### src/hdl/kgc_pkg.sv
// Constants and carriers for the keypad GPIO configuration block.
// Assumes a byte-wide register port fed by the serial slave engine.
package kgc_pkg;
    localparam int KGC_PINS = 18;
    localparam logic [7:0] KGC_RESET_VALUE = 8'h00;
    // ------------------------------------------------------------
    // Register offsets
    // ------------------------------------------------------------
    localparam logic [7:0] KGC_FIRST_UNLOCK_KEY = 8'h0F;
    localparam logic [7:0] KGC_SECOND_UNLOCK_KEY = 8'h10;
    localparam logic [7:0] KGC_PIN_IRQ_FLAGS_ROWS = 8'h11;
    localparam logic [7:0] KGC_PIN_IRQ_FLAGS_COLS_LOW = 8'h12;
    localparam logic [7:0] KGC_PIN_IRQ_FLAGS_COLS_HIGH = 8'h13;
    localparam logic [7:0] KGC_PIN_LEVEL_ROWS = 8'h14;
    localparam logic [7:0] KGC_PIN_LEVEL_COLS_LOW = 8'h15;
    localparam logic [7:0] KGC_PIN_LEVEL_COLS_HIGH = 8'h16;
    localparam logic [7:0] KGC_OUTPUT_VALUE_ROWS = 8'h17;
    localparam logic [7:0] KGC_OUTPUT_VALUE_COLS_LOW = 8'h18;
    localparam logic [7:0] KGC_OUTPUT_VALUE_COLS_HIGH = 8'h19;
    localparam logic [7:0] KGC_PIN_IRQ_ENABLE_ROWS = 8'h1A;
    localparam logic [7:0] KGC_PIN_IRQ_ENABLE_COLS_LOW = 8'h1B;
    localparam logic [7:0] KGC_PIN_IRQ_ENABLE_COLS_HIGH = 8'h1C;
    localparam logic [7:0] KGC_MATRIX_SELECT_ROWS = 8'h1D;
    localparam logic [7:0] KGC_MATRIX_SELECT_COLS_LOW = 8'h1E;
    localparam logic [7:0] KGC_MATRIX_SELECT_COLS_HIGH = 8'h1F;
    localparam logic [7:0] KGC_FIFO_EVENT_SELECT_ROWS = 8'h20;
    localparam logic [7:0] KGC_FIFO_EVENT_SELECT_COLS_LOW = 8'h21;
    localparam logic [7:0] KGC_FIFO_EVENT_SELECT_COLS_HIGH = 8'h22;
    localparam logic [7:0] KGC_PIN_DIRECTION_ROWS = 8'h23;
    localparam logic [7:0] KGC_PIN_DIRECTION_COLS_LOW = 8'h24;
    localparam logic [7:0] KGC_PIN_DIRECTION_COLS_HIGH = 8'h25;
    // ------------------------------------------------------------
    // Field layout
    // ------------------------------------------------------------
    localparam int KGC_COLS_LOW_BASE = 8;
    localparam int KGC_COLS_HIGH_BASE = 16;
    localparam int KGC_COLS_HIGH_BITS = 2;
    localparam int KGC_UNLOCK_CODE_BITS = 7;
    localparam logic [6:0] KGC_GPI_CODE_BASE = 7'd97;
    localparam logic [6:0] KGC_GPI_CODE_LAST = 7'd114;

    typedef struct packed {
        logic wr;
        logic rd;
        logic [7:0] addr;
        logic [7:0] wdata;
    } kgc_reg_req_s;

    typedef struct packed {
        logic press;
        logic [6:0] code;
    } kgc_event_s;
endpackage

### src/hdl/kgc_pin_slice.sv
// Per-pin change detection, interrupt flags and level latch.
// Assumes pin levels are synchronous to clock_in.
`timescale 1ns/100ps
`default_nettype none
module kgc_pin_slice #(
    parameter int W = 8
) (
    input wire logic clock_in,
    input wire logic rstn_in,
    input wire logic ce_in,
    input wire logic [W-1:0] level_in,
    input wire logic [W-1:0] irq_en_in,
    input wire logic [W-1:0] gpi_in,
    input wire logic flag_rd_in,
    input wire logic level_clr_in,
    output logic [W-1:0] change_out,
    output logic [W-1:0] irq_set_out,
    output logic [W-1:0] flags_out,
    output logic [W-1:0] level_view_out
);
    import kgc_pkg::*;
    logic [W-1:0] prev_reg;
    logic [W-1:0] flags_reg;
    logic [W-1:0] latch_reg;

    assign change_out = level_in ^ prev_reg;
    assign irq_set_out = change_out & irq_en_in & gpi_in;
    assign flags_out = flags_reg;
    // Current level plus any high seen since the last double read
    assign level_view_out = latch_reg | level_in;

    always_ff @(posedge clock_in) begin
        if (!rstn_in) begin
            prev_reg <= '0;
        end else if (ce_in) begin
            prev_reg <= level_in;
        end
    end

    // A set in the clearing cycle survives the read
    always_ff @(posedge clock_in) begin
        if (!rstn_in) begin
            flags_reg <= '0;
        end else if (ce_in) begin
            flags_reg <= (flag_rd_in ? '0 : flags_reg) | irq_set_out;
        end
    end

    always_ff @(posedge clock_in) begin
        if (!rstn_in) begin
            latch_reg <= '0;
        end else if (ce_in) begin
            latch_reg <= (level_clr_in ? '0 : latch_reg) | level_in;
        end
    end
endmodule
`default_nettype wire

### src/hdl/kgc_gpio_regs.sv
// Register file and pin control of the keypad GPIO block.
// Assumes a serial slave engine presents byte reads and writes as
// one-cycle strobes, and a scan engine owns pins in the matrix.
//
// Overview of operation
// Unlock registers hold two unlock key numbers
// Either unlock register zero disables keylock
// Summary interrupt marks each causing pin flag
// Summary clears only when all flags zero
// Reading a flag register clears it
// Level registers show current pin state
// Second consecutive level read clears latch
// Output pins follow output value bits
// Interrupt enables act on general inputs only
// Enabled input change sets summary interrupt
// Selection zero means GPIO with direction
// Selection one hands pin to matrix
// Rows, low columns, then columns nine:eight
// Event-mode inputs push events to FIFO
// Direction zero input, one output
// Input events use codes 97 to 114
// Host write-one clears summary when allowed
// Unlock compare ignores bit seven
// Matrix pins ignore GPIO control bits
`timescale 1ns/100ps
`default_nettype none
module kgc_gpio_regs (
    input wire logic clock_in,
    input wire logic rstn_in,
    input wire logic ce_in,
    input wire kgc_pkg::kgc_reg_req_s req_in,
    output logic [7:0] rdata_out,
    input wire logic [kgc_pkg::KGC_PINS-1:0] pin_in,
    output logic [kgc_pkg::KGC_PINS-1:0] pin_out,
    output logic [kgc_pkg::KGC_PINS-1:0] pin_oe_out,
    output logic [kgc_pkg::KGC_PINS-1:0] matrix_select_out,
    output logic [6:0] first_unlock_code_out,
    output logic [6:0] second_unlock_code_out,
    output logic keylock_allowed_out,
    input wire logic summary_clear_in,
    output logic general_input_irq_summary_out,
    output kgc_pkg::kgc_event_s event_out,
    output logic event_valid_out,
    input wire logic event_ready_in
);
    import kgc_pkg::*;
    localparam int N = KGC_PINS;
    localparam int LB = KGC_COLS_LOW_BASE;
    localparam int HB = KGC_COLS_HIGH_BASE;

    // ------------------------------------------------------------
    // Configuration registers
    // ------------------------------------------------------------
    logic [7:0] first_unlock_key_reg;
    logic [7:0] second_unlock_key_reg;
    logic [N-1:0] out_val_reg;
    logic [N-1:0] irq_en_reg;
    logic [N-1:0] matrix_reg;
    logic [N-1:0] evt_sel_reg;
    logic [N-1:0] dir_reg;
    logic [N-1:0] general_input_pin;
    logic [N-1:0] gpo;
    logic wr;
    logic rd;

    assign wr = ce_in && req_in.wr;
    assign rd = ce_in && req_in.rd;
    assign general_input_pin = ~matrix_reg & ~dir_reg;
    assign gpo = ~matrix_reg & dir_reg;

    // Byte lane update of an 18-pin vector
    function automatic logic [N-1:0] put_byte(
        input logic [N-1:0] v,
        input logic [1:0] lane,
        input logic [7:0] d
    );
        logic [N-1:0] r;
        r = v;
        unique case (lane)
            2'd0: r[LB-1:0] = d;
            2'd1: r[HB-1:LB] = d;
            default: r[N-1:HB] = d[KGC_COLS_HIGH_BITS-1:0];
        endcase
        return r;
    endfunction

    function automatic logic [7:0] get_byte(
        input logic [N-1:0] v,
        input logic [1:0] lane
    );
        logic [7:0] r;
        r = 8'h00;
        unique case (lane)
            2'd0: r = v[LB-1:0];
            2'd1: r = v[HB-1:LB];
            default: r[KGC_COLS_HIGH_BITS-1:0] = v[N-1:HB];
        endcase
        return r;
    endfunction

    always_ff @(posedge clock_in) begin
        if (!rstn_in) begin
            first_unlock_key_reg <= KGC_RESET_VALUE;
            second_unlock_key_reg <= KGC_RESET_VALUE;
        end else if (wr) begin
            if (req_in.addr == KGC_FIRST_UNLOCK_KEY) begin
                first_unlock_key_reg <= req_in.wdata;
            end
            if (req_in.addr == KGC_SECOND_UNLOCK_KEY) begin
                second_unlock_key_reg <= req_in.wdata;
            end
        end
    end

    always_ff @(posedge clock_in) begin
        if (!rstn_in) begin
            out_val_reg <= '0;
            irq_en_reg <= '0;
            matrix_reg <= '0;
            evt_sel_reg <= '0;
            dir_reg <= '0;
        end else if (wr) begin
            unique case (req_in.addr)
                KGC_OUTPUT_VALUE_ROWS: out_val_reg <= put_byte(out_val_reg, 2'd0, req_in.wdata);
                KGC_OUTPUT_VALUE_COLS_LOW: out_val_reg <= put_byte(out_val_reg, 2'd1, req_in.wdata);
                KGC_OUTPUT_VALUE_COLS_HIGH: out_val_reg <= put_byte(out_val_reg, 2'd2, req_in.wdata);
                KGC_PIN_IRQ_ENABLE_ROWS: irq_en_reg <= put_byte(irq_en_reg, 2'd0, req_in.wdata);
                KGC_PIN_IRQ_ENABLE_COLS_LOW: irq_en_reg <= put_byte(irq_en_reg, 2'd1, req_in.wdata);
                KGC_PIN_IRQ_ENABLE_COLS_HIGH: irq_en_reg <= put_byte(irq_en_reg, 2'd2, req_in.wdata);
                KGC_MATRIX_SELECT_ROWS: matrix_reg <= put_byte(matrix_reg, 2'd0, req_in.wdata);
                KGC_MATRIX_SELECT_COLS_LOW: matrix_reg <= put_byte(matrix_reg, 2'd1, req_in.wdata);
                KGC_MATRIX_SELECT_COLS_HIGH: matrix_reg <= put_byte(matrix_reg, 2'd2, req_in.wdata);
                KGC_FIFO_EVENT_SELECT_ROWS: evt_sel_reg <= put_byte(evt_sel_reg, 2'd0, req_in.wdata);
                KGC_FIFO_EVENT_SELECT_COLS_LOW: evt_sel_reg <= put_byte(evt_sel_reg, 2'd1, req_in.wdata);
                KGC_FIFO_EVENT_SELECT_COLS_HIGH: evt_sel_reg <= put_byte(evt_sel_reg, 2'd2, req_in.wdata);
                KGC_PIN_DIRECTION_ROWS: dir_reg <= put_byte(dir_reg, 2'd0, req_in.wdata);
                KGC_PIN_DIRECTION_COLS_LOW: dir_reg <= put_byte(dir_reg, 2'd1, req_in.wdata);
                KGC_PIN_DIRECTION_COLS_HIGH: dir_reg <= put_byte(dir_reg, 2'd2, req_in.wdata);
                default: ;
            endcase
        end
    end

    // ------------------------------------------------------------
    // Double-read tracking for the level registers
    // ------------------------------------------------------------
    logic [7:0] last_addr_reg;
    logic armed_reg;
    logic lvl_hit;
    logic second_rd;

    assign lvl_hit = req_in.addr >= KGC_PIN_LEVEL_ROWS && req_in.addr <= KGC_PIN_LEVEL_COLS_HIGH;
    assign second_rd = rd && lvl_hit && armed_reg && last_addr_reg == req_in.addr;

    // Any other access in between breaks the pair
    always_ff @(posedge clock_in) begin
        if (!rstn_in) begin
            armed_reg <= 1'b0;
            last_addr_reg <= KGC_RESET_VALUE;
        end else if (rd || wr) begin
            armed_reg <= rd && lvl_hit && !second_rd;
            last_addr_reg <= req_in.addr;
        end
    end

    // ------------------------------------------------------------
    // Pin slices: rows, low columns, high columns
    // ------------------------------------------------------------
    logic [N-1:0] change;
    logic [N-1:0] irq_set;
    logic [N-1:0] flags;
    logic [N-1:0] level_view;

    kgc_pin_slice #(.W(LB)) u_rows (
        .clock_in(clock_in),
        .rstn_in(rstn_in),
        .ce_in(ce_in),
        .level_in(pin_in[LB-1:0]),
        .irq_en_in(irq_en_reg[LB-1:0]),
        .gpi_in(general_input_pin[LB-1:0]),
        .flag_rd_in(rd && req_in.addr == KGC_PIN_IRQ_FLAGS_ROWS),
        .level_clr_in(second_rd && req_in.addr == KGC_PIN_LEVEL_ROWS),
        .change_out(change[LB-1:0]),
        .irq_set_out(irq_set[LB-1:0]),
        .flags_out(flags[LB-1:0]),
        .level_view_out(level_view[LB-1:0])
    );

    kgc_pin_slice #(.W(HB-LB)) u_cols_low (
        .clock_in(clock_in),
        .rstn_in(rstn_in),
        .ce_in(ce_in),
        .level_in(pin_in[HB-1:LB]),
        .irq_en_in(irq_en_reg[HB-1:LB]),
        .gpi_in(general_input_pin[HB-1:LB]),
        .flag_rd_in(rd && req_in.addr == KGC_PIN_IRQ_FLAGS_COLS_LOW),
        .level_clr_in(second_rd && req_in.addr == KGC_PIN_LEVEL_COLS_LOW),
        .change_out(change[HB-1:LB]),
        .irq_set_out(irq_set[HB-1:LB]),
        .flags_out(flags[HB-1:LB]),
        .level_view_out(level_view[HB-1:LB])
    );

    kgc_pin_slice #(.W(KGC_COLS_HIGH_BITS)) u_cols_high (
        .clock_in(clock_in),
        .rstn_in(rstn_in),
        .ce_in(ce_in),
        .level_in(pin_in[N-1:HB]),
        .irq_en_in(irq_en_reg[N-1:HB]),
        .gpi_in(general_input_pin[N-1:HB]),
        .flag_rd_in(rd && req_in.addr == KGC_PIN_IRQ_FLAGS_COLS_HIGH),
        .level_clr_in(second_rd && req_in.addr == KGC_PIN_LEVEL_COLS_HIGH),
        .change_out(change[N-1:HB]),
        .irq_set_out(irq_set[N-1:HB]),
        .flags_out(flags[N-1:HB]),
        .level_view_out(level_view[N-1:HB])
    );

    // ------------------------------------------------------------
    // Summary interrupt bit
    // ------------------------------------------------------------
    always_ff @(posedge clock_in) begin
        if (!rstn_in) begin
            general_input_irq_summary_out <= 1'b0;
        end else if (ce_in) begin
            if (|irq_set) begin
                general_input_irq_summary_out <= 1'b1;
            end else if (summary_clear_in && flags == '0) begin
                general_input_irq_summary_out <= 1'b0;
            end
        end
    end

    // ------------------------------------------------------------
    // Read data
    // ------------------------------------------------------------
    always_ff @(posedge clock_in) begin
        if (!rstn_in) begin
            rdata_out <= KGC_RESET_VALUE;
        end else if (rd) begin
            unique case (req_in.addr)
                KGC_FIRST_UNLOCK_KEY: rdata_out <= first_unlock_key_reg;
                KGC_SECOND_UNLOCK_KEY: rdata_out <= second_unlock_key_reg;
                KGC_PIN_IRQ_FLAGS_ROWS: rdata_out <= get_byte(flags, 2'd0);
                KGC_PIN_IRQ_FLAGS_COLS_LOW: rdata_out <= get_byte(flags, 2'd1);
                KGC_PIN_IRQ_FLAGS_COLS_HIGH: rdata_out <= get_byte(flags, 2'd2);
                KGC_PIN_LEVEL_ROWS: rdata_out <= get_byte(level_view, 2'd0);
                KGC_PIN_LEVEL_COLS_LOW: rdata_out <= get_byte(level_view, 2'd1);
                KGC_PIN_LEVEL_COLS_HIGH: rdata_out <= get_byte(level_view, 2'd2);
                KGC_OUTPUT_VALUE_ROWS: rdata_out <= get_byte(out_val_reg, 2'd0);
                KGC_OUTPUT_VALUE_COLS_LOW: rdata_out <= get_byte(out_val_reg, 2'd1);
                KGC_OUTPUT_VALUE_COLS_HIGH: rdata_out <= get_byte(out_val_reg, 2'd2);
                KGC_PIN_IRQ_ENABLE_ROWS: rdata_out <= get_byte(irq_en_reg, 2'd0);
                KGC_PIN_IRQ_ENABLE_COLS_LOW: rdata_out <= get_byte(irq_en_reg, 2'd1);
                KGC_PIN_IRQ_ENABLE_COLS_HIGH: rdata_out <= get_byte(irq_en_reg, 2'd2);
                KGC_MATRIX_SELECT_ROWS: rdata_out <= get_byte(matrix_reg, 2'd0);
                KGC_MATRIX_SELECT_COLS_LOW: rdata_out <= get_byte(matrix_reg, 2'd1);
                KGC_MATRIX_SELECT_COLS_HIGH: rdata_out <= get_byte(matrix_reg, 2'd2);
                KGC_FIFO_EVENT_SELECT_ROWS: rdata_out <= get_byte(evt_sel_reg, 2'd0);
                KGC_FIFO_EVENT_SELECT_COLS_LOW: rdata_out <= get_byte(evt_sel_reg, 2'd1);
                KGC_FIFO_EVENT_SELECT_COLS_HIGH: rdata_out <= get_byte(evt_sel_reg, 2'd2);
                KGC_PIN_DIRECTION_ROWS: rdata_out <= get_byte(dir_reg, 2'd0);
                KGC_PIN_DIRECTION_COLS_LOW: rdata_out <= get_byte(dir_reg, 2'd1);
                KGC_PIN_DIRECTION_COLS_HIGH: rdata_out <= get_byte(dir_reg, 2'd2);
                default: rdata_out <= KGC_RESET_VALUE;
            endcase
        end
    end

    // ------------------------------------------------------------
    // Pin drive and matrix hand-over
    // ------------------------------------------------------------
    always_ff @(posedge clock_in) begin
        if (!rstn_in) begin
            pin_out <= '0;
            pin_oe_out <= '0;
            matrix_select_out <= '0;
        end else if (ce_in) begin
            pin_out <= out_val_reg & gpo;
            pin_oe_out <= gpo;
            matrix_select_out <= matrix_reg;
        end
    end

    // ------------------------------------------------------------
    // Unlock codes for the keylock engine
    // ------------------------------------------------------------
    always_ff @(posedge clock_in) begin
        if (!rstn_in) begin
            first_unlock_code_out <= '0;
            second_unlock_code_out <= '0;
            keylock_allowed_out <= 1'b0;
        end else if (ce_in) begin
            first_unlock_code_out <= first_unlock_key_reg[KGC_UNLOCK_CODE_BITS-1:0];
            second_unlock_code_out <= second_unlock_key_reg[KGC_UNLOCK_CODE_BITS-1:0];
            keylock_allowed_out <= first_unlock_key_reg != 8'h00 && second_unlock_key_reg != 8'h00;
        end
    end

    // ------------------------------------------------------------
    // Event queueing toward the key event FIFO
    // ------------------------------------------------------------
    // Pending bits hold back-pressured events; a second change of
    // the same pin before service keeps only its latest direction.
    logic [N-1:0] pend_reg;
    logic [N-1:0] press_reg;
    logic [N-1:0] new_evt;
    logic [N-1:0] pick;
    logic [4:0] pick_idx;
    logic take;

    assign new_evt = change & evt_sel_reg & general_input_pin;
    assign take = !event_valid_out || event_ready_in;

    always_comb begin
        pick = '0;
        pick_idx = 5'd0;
        for (int i = N - 1; i >= 0; i--) begin
            if (pend_reg[i]) begin
                pick = '0;
                pick[i] = 1'b1;
                pick_idx = 5'(i);
            end
        end
    end

    always_ff @(posedge clock_in) begin
        if (!rstn_in) begin
            pend_reg <= '0;
            press_reg <= '0;
        end else if (ce_in) begin
            pend_reg <= (take ? pend_reg & ~pick : pend_reg) | new_evt;
            press_reg <= (press_reg & ~new_evt) | (new_evt & ~pin_in);
        end
    end

    // A low level counts as a press, matching pulled-up inputs
    always_ff @(posedge clock_in) begin
        if (!rstn_in) begin
            event_valid_out <= 1'b0;
            event_out <= '0;
        end else if (ce_in && take) begin
            event_valid_out <= |pend_reg;
            event_out.press <= |(press_reg & pick);
            event_out.code <= KGC_GPI_CODE_BASE + 7'(pick_idx);
        end
    end

    // ------------------------------------------------------------
    // Checks
    // ------------------------------------------------------------
    chk_lock_zero: assert property (@(posedge clock_in) disable iff (!rstn_in)
        ce_in && first_unlock_key_reg == 8'h00 |=> !keylock_allowed_out)
        else $error("keylock allowed with zero unlock key");
    chk_flag_clear: assert property (@(posedge clock_in) disable iff (!rstn_in)
        rd && req_in.addr == KGC_PIN_IRQ_FLAGS_ROWS && irq_set[LB-1:0] == '0
        |=> flags[LB-1:0] == '0)
        else $error("flag register not cleared by read");
    chk_summary_hold: assert property (@(posedge clock_in) disable iff (!rstn_in)
        ce_in && general_input_irq_summary_out && flags != '0 |=> general_input_irq_summary_out)
        else $error("summary cleared with flags pending");
    chk_summary_set: assert property (@(posedge clock_in) disable iff (!rstn_in)
        ce_in && |irq_set |=> general_input_irq_summary_out && (flags & $past(irq_set)) == $past(irq_set))
        else $error("enabled change did not set summary and flag");
    chk_drive_value: assert property (@(posedge clock_in) disable iff (!rstn_in)
        ce_in |=> pin_out == ($past(out_val_reg) & $past(gpo)))
        else $error("output pin value wrong");
    chk_matrix_free: assert property (@(posedge clock_in) disable iff (!rstn_in)
        ce_in |=> (pin_oe_out & $past(matrix_reg)) == '0)
        else $error("matrix pin driven by GPIO");
    chk_irq_gated: assert property (@(posedge clock_in) disable iff (!rstn_in)
        ce_in && flags == '0 && (change & irq_en_reg & general_input_pin) == '0 |=> flags == '0)
        else $error("flag set without enabled input change");
    chk_code_range: assert property (@(posedge clock_in) disable iff (!rstn_in)
        event_valid_out |-> event_out.code >= KGC_GPI_CODE_BASE && event_out.code <= KGC_GPI_CODE_LAST)
        else $error("event code out of range");
    chk_level_pair: assert property (@(posedge clock_in) disable iff (!rstn_in)
        rd && req_in.addr == KGC_PIN_LEVEL_ROWS && !armed_reg |=> armed_reg)
        else $error("first level read did not arm clear");
    chk_evt_hold: assert property (@(posedge clock_in) disable iff (!rstn_in)
        event_valid_out && !event_ready_in |=> event_valid_out && $stable(event_out))
        else $error("event dropped under back-pressure");

    cov_summary: cover property (@(posedge clock_in) disable iff (!rstn_in)
        general_input_irq_summary_out ##1 !general_input_irq_summary_out);
    cov_event: cover property (@(posedge clock_in) disable iff (!rstn_in)
        event_valid_out && event_ready_in);
    cov_double: cover property (@(posedge clock_in) disable iff (!rstn_in)
        second_rd);
endmodule
`default_nettype wire

### config.mk
export PLATFORM = sky130hd
export DESIGN_NAME = kgc_gpio_regs
export DESIGN_NICKNAME = d
export VERILOG_FILES = /design/src/hdl/kgc_pkg.sv /design/src/hdl/kgc_pin_slice.sv /design/src/hdl/kgc_gpio_regs.sv
export SDC_FILE = /design/constraint.sdc
export NUM_CORES = 1
export LEC_CHECK = 0
export ABC_AREA = 0
export BUFFER_PORTS_ARGS = -buffer_cell sky130_fd_sc_hd__buf_2
export CAP_MARGIN = 40
export CORE_ASPECT_RATIO = 1.75
export CORE_MARGIN = 10
export CORE_UTILIZATION = 35
export DETAILED_ROUTE_END_ITERATION = 10
export GPL_TIMING_DRIVEN = 0
export PLACE_DENSITY = 0.55
export SLEW_MARGIN = 40
export SYNTH_ARGS = -nofsm -noshare
export SYNTH_HDL_FRONTEND = slang
export SYNTH_SLANG_ARGS = --single-unit
### constraint.sdc
create_clock -name clock_in -period 2.7 [get_ports clock_in]
set_clock_uncertainty 0.15 [all_clocks]
set_input_delay 0.54 -clock clock_in [delete_from_list [all_inputs] [get_ports clock_in]]
set_output_delay 0.54 -clock clock_in [all_outputs]
set_load 0.01 [all_outputs]
---- Word-level counts from Yosys, hierarchy flattened ----
Cells that the tools add are included.
word-level totals
  output and inout port bits .............. 87
  register bits ........................... 292
  bits of input ports ..................... 41
  logic and storage cells ................. 213
cells by class
  add/subtract/negate cells ............... 1
  bitwise logic cells ..................... 49
  order comparisons ....................... 2
  equality and inequality tests ........... 24
  multiplexer cells ....................... 51
  reduce and logical (&&, ||, !) cells .... 45
operator list
  kind                                                            number
  2-to-1 mux 18 bit                                               19
  case mux 18 bit (3 select lines)                                5
  case mux 8 bit (23 select lines)                                1
  AND 18 bit                                                      9
  == test 8 x 5 -> 1 bit, second input constant                   16
  2-to-1 mux 5 bit                                                18
  inverter 18 bit                                                 5
  AND reduction 4 bit                                             15
  OR reduction 18 bit                                             3
  == test 8 x 6 -> 1 bit, second input constant                   6
  bitwise OR 8 bit                                                6
  bitwise OR 18 bit                                               2
  AND 8 bit                                                       4
  2-to-1 mux 8 bit                                                4
  logical NOT 18 bit                                              1
  logical AND 1 bit                                               16
  nonzero test 8 bit                                              2
  XOR 8 bit                                                       2
  inverter 1 bit                                                  15
  == test 8 x 4 -> 1 bit, second input constant                   1
  == test 8 bit                                                   1
  >= comparator 8 x 5 -> 1 bit, second input constant             1
  less-or-equal comparator 8 x 5 -> 1 bit, second input constant  1
  adder 6 x 6 -> 7 bit, first input constant                      1
  9 further kinds                                                 18

---- Longest topological paths before layout ----
  depth in word-level cells ............... 22
  mapped depth ............................ 9
  depth with buffers taken out ............ 9

---- By module ----
Synthesis repeated with hierarchy kept, for this count alone.
second synthesis, totals
  cells, all modules ...................... 1581
  area total of the unflattened synthesis .. 13606.8 um^2
by module, submodules not included
  module                          cells each  times used  area an instance (um^2)  sequential area each (um^2)
  kgc_gpio_regs                   1293        1           10891.7                  4764.6
  kgc_pin_slice (u_cols_low ...)  128         2           1211.2                   480.5
  kgc_pin_slice (u_cols_high)     32          1           292.8                    120.1

---- Worst setup path before layout ----
OpenSTA, ideal clock, no wires.
  path type ............................... input -> register
  start point ............................. input port req_in[14] (netlist name)
  end point ............................... register irq_en_reg[10]
  stages .................................. 6
  path buffers ............................ 2
  setup slack ............................. 0.219 ns
  data arrival time ....................... 2.215 ns
  required time ........................... 2.434 ns
  setup time .............................. 0.116 ns
  cells stage by stage .................... buf_4 -> or4b_4 -> buf_6 -> nor4_4 -> mux2i_1 -> nor2b_1
on the way
  cells in the longest elaborated chain, start to end .. 3
  elaborated cells on any way between the ends .. 6
  those cells by class .................... eq/ne: 3; bitwise: 2; reduce/logical: 1
ends and longest elaborated chain
  what                             line                  RTL
  start, declared                  kgc_gpio_regs.sv:31   input wire kgc_pkg::kgc_reg_req_s req_in,
  == test 8 x 5 -> 1 bit           kgc_gpio_regs.sv:123  unique case (req_in.addr)
  inverter 1 bit (no line)         n/a
  AND reduction 4 bit (no line) *  n/a
  end signal, assigned             kgc_gpio_regs.sv:127  KGC_PIN_IRQ_ENABLE_ROWS: irq_en_reg <= put_byte(irq_en_reg, 2'd0, req_in.wdata);
  end signal, assigned             kgc_gpio_regs.sv:128  KGC_PIN_IRQ_ENABLE_COLS_LOW: irq_en_reg <= put_byte(irq_en_reg, 2'd1, req_in.wdata);
  end signal, assigned             kgc_gpio_regs.sv:129  KGC_PIN_IRQ_ENABLE_COLS_HIGH: irq_en_reg <= put_byte(irq_en_reg, 2'd2, req_in.wdata);
  end, declared                    kgc_gpio_regs.sv:57   logic [N-1:0] irq_en_reg;
Mark *: on every way between the ends. The rest lies on a longest branch, timed or not.
A chain may end at the register's enable or synchronous reset.

---- Final worst setup path ----
  start point ............................. input port req_in[10] (netlist name)
  end point ............................... register dir_reg[6]
on the way
  cells in the longest elaborated chain, start to end .. 3
  elaborated cells on any way between the ends .. 6
  those cells by class .................... eq/ne: 3; bitwise: 2; reduce/logical: 1
ends and longest elaborated chain
  what                             line                  RTL
  == test 8 x 6 -> 1 bit           kgc_gpio_regs.sv:123
  inverter 1 bit (no line)         n/a
  AND reduction 4 bit (no line) *  n/a
  end signal, assigned             kgc_gpio_regs.sv:136  KGC_PIN_DIRECTION_ROWS: dir_reg <= put_byte(dir_reg, 2'd0, req_in.wdata);
  end signal, assigned             kgc_gpio_regs.sv:137  KGC_PIN_DIRECTION_COLS_LOW: dir_reg <= put_byte(dir_reg, 2'd1, req_in.wdata);
  end signal, assigned             kgc_gpio_regs.sv:138  KGC_PIN_DIRECTION_COLS_HIGH: dir_reg <= put_byte(dir_reg, 2'd2, req_in.wdata);
  end, declared                    kgc_gpio_regs.sv:60   logic [N-1:0] dir_reg;
Marked as above.

==> results.ini <==
[synth]
avgSynthCellArea_um2=9.043
async_flop_share_pct=0
synthCells=1521
yosysWarnings=0
ys_seq_area_share_pct=42.50
synth_edf_count=0
ys_seq_elements=292
syn-cell-area_um2=13750
syn_nets=1563
synth_flop_cell=dfxtp_1
ys_types=65

[sta]
whs_ps=111.5
setup_viol=0
fin_crit_sh_pct=97.96
min_period_ps=2645
setup_slack_ps=55.00
fmax_mhz=378.1
drv_slew=0
relSlewSlack_pct=39.63
final_hold_viol_count=0
worst_pin_slew_ps=905.6
rsz0062_at_grt=no

[clock_network]
ctsLongestPathBuffers=3
path_clk_slew_ps=70
cts_root_buf=clkbuf_16
hold_buffers=0
cts_buffers=30
cts_tree=done
clk_latency_ps=590
htree_levels=1
clkSinkCount=292

[hold_path]
worstHoldStart=req_in[6]
hold_class=in -> reg
min_path_cells=3
min_to=out_val_reg[6]

[placement]
dp_slack_ps=-1136
portBuffers=118
dp_hpwl_um=56180
gp_congestion=1.023
dp_cells=2139

[routing]
drc=0
avgViaCountPerCell=5.750
drtAntennaViolNets=0
via_count=12650
drtPass1Iterations=5
post_drt_wl_per_cell_um=32.27
drt-total-wl_um=71000
drt-initial-drc-count=1045

[setup_path]
path_max_fanout=10
critPathKind=in -> reg
r2r_setup_slack_ps=160
cp_slowest_cell=nor2_1
cpPeakStageDelay_ps=630
reg2reg_to=event_out[2]
startpoint_type=input port
worstPathArrival_ps=3020
cp_cell_sequence=clkbuf_1 > buf_4 > nor2_1 > nand2_1 > nor3_2 > nand3_1 > a21boi_0
timing.rr.start=pend_reg[17]
ff2ff_path_depth=7
cp-end-kind=flop
cp.required_ps=3070

[final_layout]
antenna_cells=0
final_nets=1730
finalNonFillerCells=2200
drive_gt1_share_pct=15.44
num-fill-cells=3963
post-route-util_pct=41.66
syn2layout_area_growth_pct=18.23

[floorplan]
initial_utilization_pct=35.23
coreArea_um2=39040
ios=128
fp.dieW_um=169.9
std_cell_rows=96
dieArea_um2=47940
dieHeight_um=282.2

[global_routing]
grt_use_total_pct=29.29
grt_antenna_before_repair=3
grt_overflow_total=0
grt_max_degree=15
grt_pass1_wl_um=99700
grt_pass1_vias=12970

[power_and_ir_drop]
p_total_uw=9569
p_leak_uw=0.005990
peakVddDrop_mv=0.4545
power.density_nw_per_um2=588.4

[run_status]
outcome=finished clean

[run]
drv_cap=0

[layout by cell type, fill, tap and decap left out, types with 6 or more instances in the layout]
master / count
nand2b_1: 43
xnor2_1: 27
dfxtp_1: 292
nand2_1: 93
nor3_2: 9
mux2i_1: 154
a31oi_1: 22
a21oi_1: 36
a21boi_0: 75
inv_1: 25
nand3_1: 78
o22ai_1: 6
nor3_1: 30
buf_4: 18
nor4_1: 10
a32oi_1: 23
nand4_1: 7
clkbuf_16: 31
clkbuf_2: 17
a22oi_1: 30
o21ai_0: 75
clkbuf_8: 7
buf_1: 10
o211ai_1: 6
and2_1: 12
nor2_1: 48
nor2b_1: 204
buf_2: 131
o21a_1: 9
clkbuf_1: 66
a22o_1: 8
[power by group]
part	total, µW	internal [µW]	switching, µW	leakage, µW
Combinational	839	238	600	0.00314
Sequential	4390	4360	30.3	0.00236
Clock	4340	2480	1870	0.000492
Total	9570	7070	2500	0.00599
[how the worst max path moves through the flow]
stage | start | to | slack [ps] | cells after the start
3_5_place_dp | req_in[10] | rdata_out[5] | -1140 | 7
2_1_floorplan | req_in[14] | irq_en_reg[10] | 220 | 6
3_3_place_gp | req_in[14] | u_rows.flags_out[5] | -1370 | 6
4_1_cts | req_in[9] | rdata_out[2] | 10 | 10
5_1_grt | req_in[10] | dir_reg[6] | 20 | 7
6_report | req_in[10] | dir_reg[6] | 50 | 7
[critical path: cells and delay by family]
family                 cells  cell delay, ps
buffers and inverters      2             460
AO/OA/AOI/OAI              1             210
AND/OR/NAND/NOR            4            1790
[metal layers]
layer	GRT usage, %	vias to the layer above	wire length (µm)
met1	30.09	6181	25520
met5	0	-	0
met2	52.98	534	35950
met3	4.457	191	3505
met4	20.93	0	6017
li1	-	5745	-
[repair_timing]
item / CTS / global route
gates resized for setup: 14 / 13
pin swaps: 1 / 1
endpoints found under the setup margin: 41 / 21
setup buffers: 4 / 3
[Yosys cell counts (3+ instances only)]
cell type	n	area [µm²]
o21ai_0	77	385.4
mux2i_1	154	1541
nor4b_1	4	35.03
or3_1	4	25.02
o221ai_1	3	26.28
nand2_1	96	360.4
a311oi_1	6	52.55
a31oi_1	22	137.6
a22o_1	8	70.07
nor2b_1	205	1282
a21boi_0	75	563.0
buf_2	14	70.07
nor4b_2	3	45.04
nor3_2	3	30.03
nor4_4	4	85.08
o31ai_1	4	30.03
mux2_2	3	33.78
inv_1	25	93.84
nand3_1	79	395.4
o21a_1	9	67.56
nor4_1	11	68.82
nand2b_1	44	275.3
or4_1	4	30.03
and3_1	5	31.28
a32oi_1	23	201.4
nor4_2	3	37.54
a211oi_1	5	37.54
dfxtp_1	292	5846
buf_1	12	45.04
a221oi_1	5	43.79
a22oi_1	31	232.7
nor3_4	3	48.80
o211ai_1	6	45.04
xnor2_1	27	236.5
a21oi_1	36	180.2
and2_1	12	75.07
o22ai_1	6	37.54
nor2_1	50	187.7
nor3_1	36	180.2
nand4_1	7	43.79
clkbuf_1	77	289.0
[per-stage QoR]
| stage | cell area, µm² | setup TNS (ps) |
|---|---|---|
| after global routing | 16260 | 0 |
| after detailed placement | 15120 | -99850 |
| after global placement | 14960 | -145190 |
| after CTS | 16180 | 0 |
| after floorplan | 13750 | 0 |
| final | 16260 | 0 |
[layout make-up]
cell class	count	area, µm²	share of cell area (%)
multi-input cells	1097	7495	46.09
flip-flops and latches	292	5846	35.95
clock buffers	44	894.6	5.501
repair buffers	135	738.2	4.540
well taps	490	613.1	3.770
plain buffers	107	473.0	2.908
clock inverters	10	108.9	0.6694
inverters	25	93.84	0.5771
[logic make-up (layout without fill, tap and decap cells)]
group | Yosys count | count (layout) | synth area share, %
adder cells (fa/ha/maj) | 1 | 1 | 0.09095
AO/OA/AOI/OAI | 331 | 331 | 16.32
flip-flops | 292 | 292 | 42.50
XOR/XNOR | 27 | 27 | 1.719
multiplexers | 157 | 157 | 11.45
buffers and inverters | 132 | 321 | 3.893
AND/OR/NAND/NOR | 581 | 581 | 24.02
No activity file was read; power rests on OpenSTA's default activity.
